<file path="config.mk">
export PLATFORM = sky130hd
export DESIGN_NAME = gamma_i2c_regs
export DESIGN_NICKNAME = d
export VERILOG_FILES = /design/src/design/gamma_pkg.sv /design/src/design/sync2.sv /design/src/design/gamma_i2c_regs.sv
export SDC_FILE = /design/constraint.sdc
export NUM_CORES = 1
export LEC_CHECK = 0
export BUFFER_PORTS_ARGS = -buffer_cell sky130_fd_sc_hd__buf_2
export CORE_MARGIN = 8
export CORE_UTILIZATION = 54
export DETAILED_ROUTE_END_ITERATION = 12
export PLACE_DENSITY = 0.79
export REMOVE_ABC_BUFFERS = 1
export SYNTH_ARGS = -nofsm -noshare
export SYNTH_HDL_FRONTEND = slang
export SYNTH_SLANG_ARGS = --single-unit
</file>
<file path="constraint.sdc">
create_clock -name clk_in -period 2.5 [get_ports clk_in]
set_clock_uncertainty 0.05 [all_clocks]
set_input_delay 0 -clock clk_in [delete_from_list [all_inputs] [get_ports clk_in]]
set_output_delay 0 -clock clk_in [all_outputs]
set_load 0.05 [all_outputs]
</file>
<file path="src/design/gamma_pkg.sv">
// Notes on behaviour
// RULE1: answers only on the strapped slave address and the general call address
// RULE2: address low bit follows address select pin
// RULE3: output voltage is supply times code over 1024
// RULE4: each channel code is ten bits wide
// RULE5: immediate mode updates output after write
// RULE6: deferred mode stages codes, applies all together
// RULE7: general call reset loads mid-scale code
// RULE8: host reads back every channel register
// RULE9: host programs a one-time store
package gamma_pkg;
    localparam int          NUM_CH      = 24;
    localparam int          CODE_W      = 10;
    localparam int          PTR_W       = 5;
    localparam logic [3:0]  BYTE_BITS   = 4'h8;      // data bits before the ack slot
    localparam logic [5:0]  ADDR_HI     = 6'h3A;     // arbitrary upper address bits
    localparam logic [9:0]  MID_CODE    = 10'h200;
    localparam logic [7:0]  GC_ADDR     = 8'h00;
    localparam logic [7:0]  GC_RESET    = 8'h06;
    // pointer byte: bit7 immediate, bit6 apply-all, bit5 otp program, 4:0 channel
    localparam int          PB_IMM      = 7;
    localparam int          PB_APPLY    = 6;
    localparam int          PB_OTP      = 5;
    typedef enum logic [2:0] {
        ST_IDLE, ST_ADDR, ST_ACK, ST_RX, ST_TX, ST_TACK
    } i2c_state_t;
endpackage

</file>
<file path="src/design/sync2.sv">
`timescale 1ns/100ps
module sync2 (
    input  wire logic clk_in,      // clock
    input  wire logic srst_in,     // reset
    input  wire logic d_in,        // async level
    output logic      q_out        // synchronised level
);
    logic s1_q;
    logic s2_q;
    always_ff @(posedge clk_in) begin
        if (srst_in) begin
            s1_q <= 1'b1;
            s2_q <= 1'b1;
        end else begin
            s1_q <= d_in;
            s2_q <= s1_q;
        end
    end
    assign q_out = s2_q;
endmodule

</file>
<file path="src/design/gamma_i2c_regs.sv">
`timescale 1ns/100ps
module gamma_i2c_regs (
    input  wire logic        clk_in,                 // 250 MHz clock
    input  wire logic        srst_in,                // sync reset, high
    input  wire logic        scl_in,                 // i2c clock pin
    input  wire logic        sda_in,                 // i2c data pin level
    output logic             sda_out,                // data drive value (0)
    output logic             sda_oe_out,             // high while pulling sda low
    input  wire logic        address_select_pin_in,  // strap for address bit 0
    output logic [239:0]     dac_code_out,           // active codes, ch0 in low bits
    output logic             otp_prog_out            // one-cycle otp burn pulse
);
    localparam int N = gamma_pkg::NUM_CH;
    localparam int W = gamma_pkg::CODE_W;

    ////////////////////////////////////////////////////////////////
    // pins cross two flops before any logic reads them
    logic scl_s;
    logic sda_s;
    logic asel_s;
    sync2 u_scl  (.clk_in(clk_in), .srst_in(srst_in), .d_in(scl_in),  .q_out(scl_s));
    sync2 u_sda  (.clk_in(clk_in), .srst_in(srst_in), .d_in(sda_in),  .q_out(sda_s));
    sync2 u_asel (.clk_in(clk_in), .srst_in(srst_in), .d_in(address_select_pin_in),
                  .q_out(asel_s));

    // edge history resets high, the idle bus level, so no false edge
    logic scl_p_q;
    logic sda_p_q;
    always_ff @(posedge clk_in) begin
        if (srst_in) begin
            scl_p_q <= 1'b1;
            sda_p_q <= 1'b1;
        end else begin
            scl_p_q <= scl_s;
            sda_p_q <= sda_s;
        end
    end
    wire scl_rise = scl_s & ~scl_p_q;
    wire scl_fall = ~scl_s & scl_p_q;
    wire start_c  = scl_s & scl_p_q & sda_p_q & ~sda_s;
    wire stop_c   = scl_s & scl_p_q & ~sda_p_q & sda_s;

    ////////////////////////////////////////////////////////////////
    gamma_pkg::i2c_state_t st_q, st_d;
    logic [7:0]     sh_q, sh_d;
    logic [3:0]     bit_q, bit_d;
    logic           rd_q, rd_d;
    logic           gc_q, gc_d;
    logic [1:0]     byte_q, byte_d;     // write byte phase: 0 pointer next, 1 high code byte next, 2 low code byte next
    logic [7:0]     ptr_q, ptr_d;
    logic [7:0]     hi_q, hi_d;
    logic           ack_q, ack_d;       // we drive ack this bit
    logic           drv_q, drv_d;       // sda pulled low
    logic           hi_nxt_q, hi_nxt_d; // read: high byte next
    logic [W-1:0]   stage_q [N];        // written codes
    logic [W-1:0]   act_q   [N];        // codes seen at outputs
    logic [W-1:0]   stage_d [N];
    logic [W-1:0]   act_d   [N];
    logic           otp_d, otp_q;

    // strap is followed live, so moving it retargets the next frame
    wire [6:0] my_addr = {gamma_pkg::ADDR_HI, asel_s};  // RULE1 RULE2
    wire [4:0] ch      = ptr_q[gamma_pkg::PTR_W-1:0];
    // channels past the last one: writes dropped, reads give zero
    wire       ch_ok   = {3'h0, ch} < 8'(N);

    always_comb begin
        // hold everything but the otp pulse, which clears, unless an event below moves it
        st_d     = st_q;
        sh_d     = sh_q;
        bit_d    = bit_q;
        rd_d     = rd_q;
        gc_d     = gc_q;
        byte_d   = byte_q;
        ptr_d    = ptr_q;
        hi_d     = hi_q;
        ack_d    = ack_q;
        drv_d    = drv_q;
        hi_nxt_d = hi_nxt_q;
        otp_d    = 1'h0;
        stage_d  = stage_q;
        act_d    = act_q;
        if (start_c) begin
            st_d   = gamma_pkg::ST_ADDR;
            bit_d  = 4'h0;
            drv_d  = 1'h0;
            byte_d = 2'h0;
        end else if (stop_c) begin
            st_d  = gamma_pkg::ST_IDLE;
            drv_d = 1'h0;
        end else begin
            case (st_q)
            gamma_pkg::ST_ADDR, gamma_pkg::ST_RX: begin
                if (scl_rise) begin
                    sh_d  = {sh_q[6:0], sda_s};
                    bit_d = bit_q + 4'h1;
                end else if (scl_fall && bit_q == gamma_pkg::BYTE_BITS) begin
                    bit_d = 4'h0;
                    ack_d = 1'b0;
                    if (st_q == gamma_pkg::ST_ADDR) begin
                        gc_d = (sh_q == gamma_pkg::GC_ADDR);
                        rd_d = sh_q[0];
                        if (sh_q[7:1] == my_addr || gc_d) ack_d = 1'b1;  // RULE1
                        hi_nxt_d = 1'b1;
                    end else begin
                        ack_d = 1'b1;
                        if (gc_q) begin
                            if (sh_q == gamma_pkg::GC_RESET) begin
                                for (int i = 0; i < N; i++) begin
                                    stage_d[i] = gamma_pkg::MID_CODE;  // RULE7
                                    act_d[i]   = gamma_pkg::MID_CODE;  // RULE7
                                end
                            end
                        end else if (byte_q == 2'h0) begin
                            ptr_d = sh_q;
                            if (sh_q[gamma_pkg::PB_APPLY])
                                act_d = stage_q;                       // RULE6
                            if (sh_q[gamma_pkg::PB_OTP]) otp_d = 1'b1; // RULE9
                            byte_d = 2'h1;
                        end else if (byte_q == 2'h1) begin
                            hi_d = sh_q;
                            byte_d = 2'h2;
                        end else begin
                            if (ch_ok) begin
                                stage_d[ch] = {hi_q[1:0], sh_q};       // RULE4
                                if (ptr_q[gamma_pkg::PB_IMM])
                                    act_d[ch] = {hi_q[1:0], sh_q};     // RULE5 RULE3
                            end
                            ptr_d = {ptr_q[7:gamma_pkg::PTR_W], ch + 5'h1};
                            byte_d = 2'h1;
                        end
                    end
                    drv_d = ack_d;
                    st_d  = ack_d ? gamma_pkg::ST_ACK : gamma_pkg::ST_IDLE;
                end
            end
            gamma_pkg::ST_ACK: begin
                if (scl_fall) begin
                    drv_d = 1'b0;
                    if (rd_q && byte_q == 2'h0 && !gc_q) begin
                        // ch_ok false reads zero; RULE8
                        sh_d = hi_nxt_q ? {6'h00, ch_ok ? stage_q[ch][W-1:8] : 2'h0}
                                        : (ch_ok ? stage_q[ch][7:0] : 8'h00);
                        drv_d = ~sh_d[7];
                        bit_d = 4'h1;
                        st_d = gamma_pkg::ST_TX;
                    end else begin
                        st_d = gamma_pkg::ST_RX;
                    end
                end
            end
            gamma_pkg::ST_TX: begin
                if (scl_fall) begin
                    if (bit_q == gamma_pkg::BYTE_BITS) begin
                        drv_d = 1'b0;
                        st_d = gamma_pkg::ST_TACK;
                    end else begin
                        sh_d = {sh_q[6:0], 1'b0};
                        drv_d = ~sh_q[6];
                        bit_d = bit_q + 4'h1;
                    end
                end
            end
            gamma_pkg::ST_TACK: begin
                if (scl_rise) begin
                    if (sda_s) st_d = gamma_pkg::ST_IDLE;  // host nack ends read
                    else begin
                        if (!hi_nxt_q) ptr_d = {ptr_q[7:gamma_pkg::PTR_W], ch + 5'h1};
                        hi_nxt_d = ~hi_nxt_q;
                        st_d = gamma_pkg::ST_ACK;
                    end
                end
            end
            default: st_d = gamma_pkg::ST_IDLE;
            endcase
        end
    end

    always_ff @(posedge clk_in) begin
        if (srst_in) begin
            st_q     <= gamma_pkg::ST_IDLE;
            sh_q     <= 8'h00;
            bit_q    <= 4'h0;
            rd_q     <= 1'h0;
            gc_q     <= 1'h0;
            byte_q   <= 2'h0;
            ptr_q    <= 8'h00;
            hi_q     <= 8'h00;
            ack_q    <= 1'h0;
            drv_q    <= 1'h0;
            hi_nxt_q <= 1'h1;
            otp_q    <= 1'h0;
            for (int i = 0; i < N; i++) begin
                stage_q[i] <= gamma_pkg::MID_CODE;
                act_q[i]   <= gamma_pkg::MID_CODE;
            end
        end else begin
            st_q     <= st_d;
            sh_q     <= sh_d;
            bit_q    <= bit_d;
            rd_q     <= rd_d;
            gc_q     <= gc_d;
            byte_q   <= byte_d;
            ptr_q    <= ptr_d;
            hi_q     <= hi_d;
            ack_q    <= ack_d;
            drv_q    <= drv_d;
            hi_nxt_q <= hi_nxt_d;
            otp_q    <= otp_d;
            stage_q  <= stage_d;
            act_q    <= act_d;
        end
    end

    ////////////////////////////////////////////////////////////////
    always_comb begin
        for (int i = 0; i < N; i++) dac_code_out[i*W +: W] = act_q[i];  // RULE3
    end
    // open drain: only ever pulls low, the pull-up gives the high
    assign sda_out      = 1'b0;
    assign sda_oe_out   = drv_q;
    assign otp_prog_out = otp_q;  // RULE9
endmodule

</file>
==> impl_metrics.py <==
metrics = {
    "drt": {
        "wl_met1_mm": 35.0,
        "num_vias": 24300,
        "ant_nets": 0,
        "wl_per_cell_um": 25.3,
        "dr_wl_met2_mm": 40.9,
        "viasPerCell": 6.80,
        "wl_met3_mm": 10.6,
        "drt_iter0_markers": 3820,
        "first_pass_iters": 7,
        "top_layer_used": "met5",
        "wirelength_mm": 90.2,
        "drc_errors": 0,
    },
    "final_layout": {
        "multi_input_area_um2": 12900,
        "layout.nets": 2949,
        "final_cell_mix": "dfxtp_1, nor2_1, a22oi_1, buf_2, a211oi_1",
        "drive_gt1_share_pct": 24.6,
        "design_area_um2": 29400,
        "areaGrowthSynthToFinish_pct": 20.7,
        "antenna_cells": 0,
        "fillers": 3539,
        "seq_area_um2": 10400,
        "final_common_cell": "dfxtp_1",
    },
    "grt": {
        "gr-total-overflow": 0,
        "grt_pass1_wl_mm": 135,
        "first_global_vias": 22600,
        "grt_max_degree": 219,
        "grtUsageTotal_pct": 32.0,
        "antenna_found_initial": 3,
    },
    "synthesis": {
        "yosysWarnings": 0,
        "ys_ff_latch": 518,
        "synth_cells": 2703,
        "ys_types": 81,
        "ys.flop_type": "dfxtp_1",
        "muxShareOfSynthArea_pct": 7.34,
        "synth-compound-area-share_pct": 26.6,
        "synth_area_leaders": "dfxtp_1, a22oi_1, nor2_1",
        "syn_area_per_cell_um2": 9.00,
        "synth_seq_area_share_pct": 42.6,
        "synth-xor-area-share_pct": 0.108,
        "synthArstFlopShare_pct": 0,
        "synth_top_family_by_area": "compound AO/OA/AOI/OAI gates",
        "synth_top_area_share_pct": 42.6,
        "synth_fa_ha_area_share_pct": 0.350,
        "post_synth_instance_area_um2": 24300,
        "yosys.area.top_type": "dfxtp_1",
        "synth_edf_count": 0,
        "yosys.area_share.simple_pct": 17.5,
    },
    "critical_path": {
        "critPathKind": "reg -> reg",
        "critPathLaunchType": "flip-flop",
        "path_buf_inv": 2,
        "cp_top_family": "simple AND/OR/NAND/NOR gates",
        "cp_cell_sequence": "buf_12 > or2_2 > a221oi_1 > buf_4 > a21oi_1",
        "cp_max_fo": 123,
        "cp.arrival_ps": 2960,
        "cpMaxStageDelayCell": "or2_2",
        "cp.required_ps": 2980,
        "reg2reg_from": "gc_q$_SDFFE_PP0P_",
        "end_kind": "flip-flop",
        "r2r-end": "dac_code_out[59]$_SDFFE_PP1P_",
        "reg2reg_depth": 5,
        "rrSetupSlack_ps": 20,
        "cpPeakStageDelay_ps": 720,
    },
    "floorplanning": {
        "die_w_um": 228,
        "die_y_um": 228,
        "pin_count": 248,
        "start_util_pct": 54.9,
        "fp.coreArea_um2": 44300,
        "dieArea_um2": 52100,
        "rows": 77,
    },
    "flow_run": {
        "maxCapViolCount": 0,
    },
    "sta": {
        "hold_viol": 0,
        "tightestPinTransition_ps": 1100,
        "drv_slew": 0,
        "fin_crit_ps": 2480,
        "max_freq_ghz": 0.404,
        "setup_violations": 0,
        "finalCritPeriodShare_pct": 99.0,
        "fin_tns_setup_ps": 0,
        "setup_ws_ps": 24.1,
        "slew_headroom_pct": 26.2,
        "worst_hold_slack_ps": 71.3,
    },
    "clock_network": {
        "clockBufferDepth": 3,
        "tritoncts": "yes",
        "clk_pin_slew_worst_paths_ps": 60,
        "tritoncts.num_buffers": 52,
        "clock_latency_ps": 610,
        "cts_num_sinks": 518,
        "clockRootBuffer": "clkbuf_16",
        "htree_levels": 2,
    },
    "worst_hold_path": {
        "min_from": "address_select_pin_in",
        "worstHoldPathCells": 3,
        "worstHoldPathType": "in -> reg",
        "holdPathEnd": "u_asel.s1_q$_SDFF_PP1_",
    },
    "run_status": {
        "status": "finished clean",
    },
    "power_and_ir_drop": {
        "p_leak_nw": 10.4,
        "peakVddDrop_v": 0.000540,
        "p_per_area_nw_per_um2": 597,
    },
    "place": {
        "dp_hpwl_mm": 60.9,
        "numPortBuffers": 246,
        "dp_slack_ps": 28.6,
        "gp_congestion": 0.977,
        "placed_area_um2": 27300,
    },
}
## layer usage
metal,global-route usage (%),up-vias
li1,-,10600
met1,42.3,11700
met2,50.0,1695
met3,7.83,278
met4,12.3,4
met5,0,-
## through the flow
step / power (W) / std cells / util [%]
finish: 0.0175 / 3570 / 66.2
global route: 0.0180 / 3570 / 66.2
CTS: 0.0175 / 3559 / 65.5
detailed placement: 0.00970 / 3461 / 61.5
global placement: 0.00966 / 3461 / 61.5
floorplan: 0.00930 / 2402 / -
## how the worst max path moves through the flow
stage,cells past startpoint,from,to
6_report,5,gc_q$_SDFFE_PP0P_,dac_code_out[59]$_SDFFE_PP1P_
5_1_grt,11,bit_q[0]$_SDFFE_PP0P_,dac_code_out[211]$_SDFFE_PP0P_
4_1_cts,10,bit_q[0]$_SDFFE_PP0P_,dac_code_out[31]$_SDFFE_PP0P_
3_5_place_dp,9,ptr_q[1]$_SDFFE_PP0P_,sh_q[0]$_SDFFE_PP0P_
3_3_place_gp,8,ptr_q[1]$_SDFFE_PP0P_,sh_q[0]$_SDFFE_PP0P_
2_1_floorplan,4,gc_q$_SDFFE_PP0P_,dac_code_out[170]$_SDFFE_PP0P_
## synthesized netlist by cell type, drive strengths merged (22+ instances only)
library cell  count
a211oi          198
a21oi            73
a221oi          131
a22oi           284
a32oi            36
and2             28
buf              77
clkbuf          224
dfxtp           518
inv              22
mux2i            67
mux4             48
nand2            67
nand2b           28
nor2            522
nor2b            25
nor3             38
nor3b           110
o21ai            48
or2              25
## power by group
group / total [W] / switching, W / internal [W]
registers: 0.00861 / 0.000192 / 0.00841
clock network: 0.00796 / 0.00345 / 0.00451
logic: 0.000959 / 0.000528 / 0.000431
## final cells by class
| class | instances | share of cell area (%) |
|---|---|---|
| clock buffer | 67 | 5.07 |
| clock inverter | 27 | 0.797 |
| inverter | 23 | 0.294 |
| multi-input combinational | 1861 | 43.8 |
| sequential | 518 | 35.4 |
| tap | 592 | 2.52 |
| timing repair buffer | 482 | 12.1 |
## cell families (layout without fill, tap and decap cells)
family | count (synthesis) | after routing
adder cells (fa/ha/maj) | 7 | 7
flip-flops | 518 | 518
buffers and inverters | 324 | 599
AND/OR/NAND/NOR | 881 | 881
other | 1 | 1
AO/OA/AOI/OAI | 851 | 851
multiplexers | 118 | 118
XOR/XNOR | 3 | 3
## state kept, by name, summed over array words and instances, names as in the netlist, 2 cells and up
name / flops
bit_q: 4
byte_q: 2
hi_q: 2
dac_code_out: 240
st_q: 3
stage_q: 240
ptr_q: 6
sh_q: 8
## worst register-to-register path: stages (launching register included)
cell      delay [ps]
dfxtp_4          470
buf_12           480
or2_2            860
a221oi_1         230
buf_4            200
a21oi_1          120
## what timing repair did
| action | 4_1_cts | 5_1_grt |
|---|---|---|
| gates resized for setup | 0 | 49 |
| hold buffers | 4 | 0 |
| endpoints found under the setup margin | 0 | 287 |
| setup buffers | 0 | 1 |
| endpoints found under the hold margin | 63 | 0 |
No activity file was read; power rests on OpenSTA's default activity.
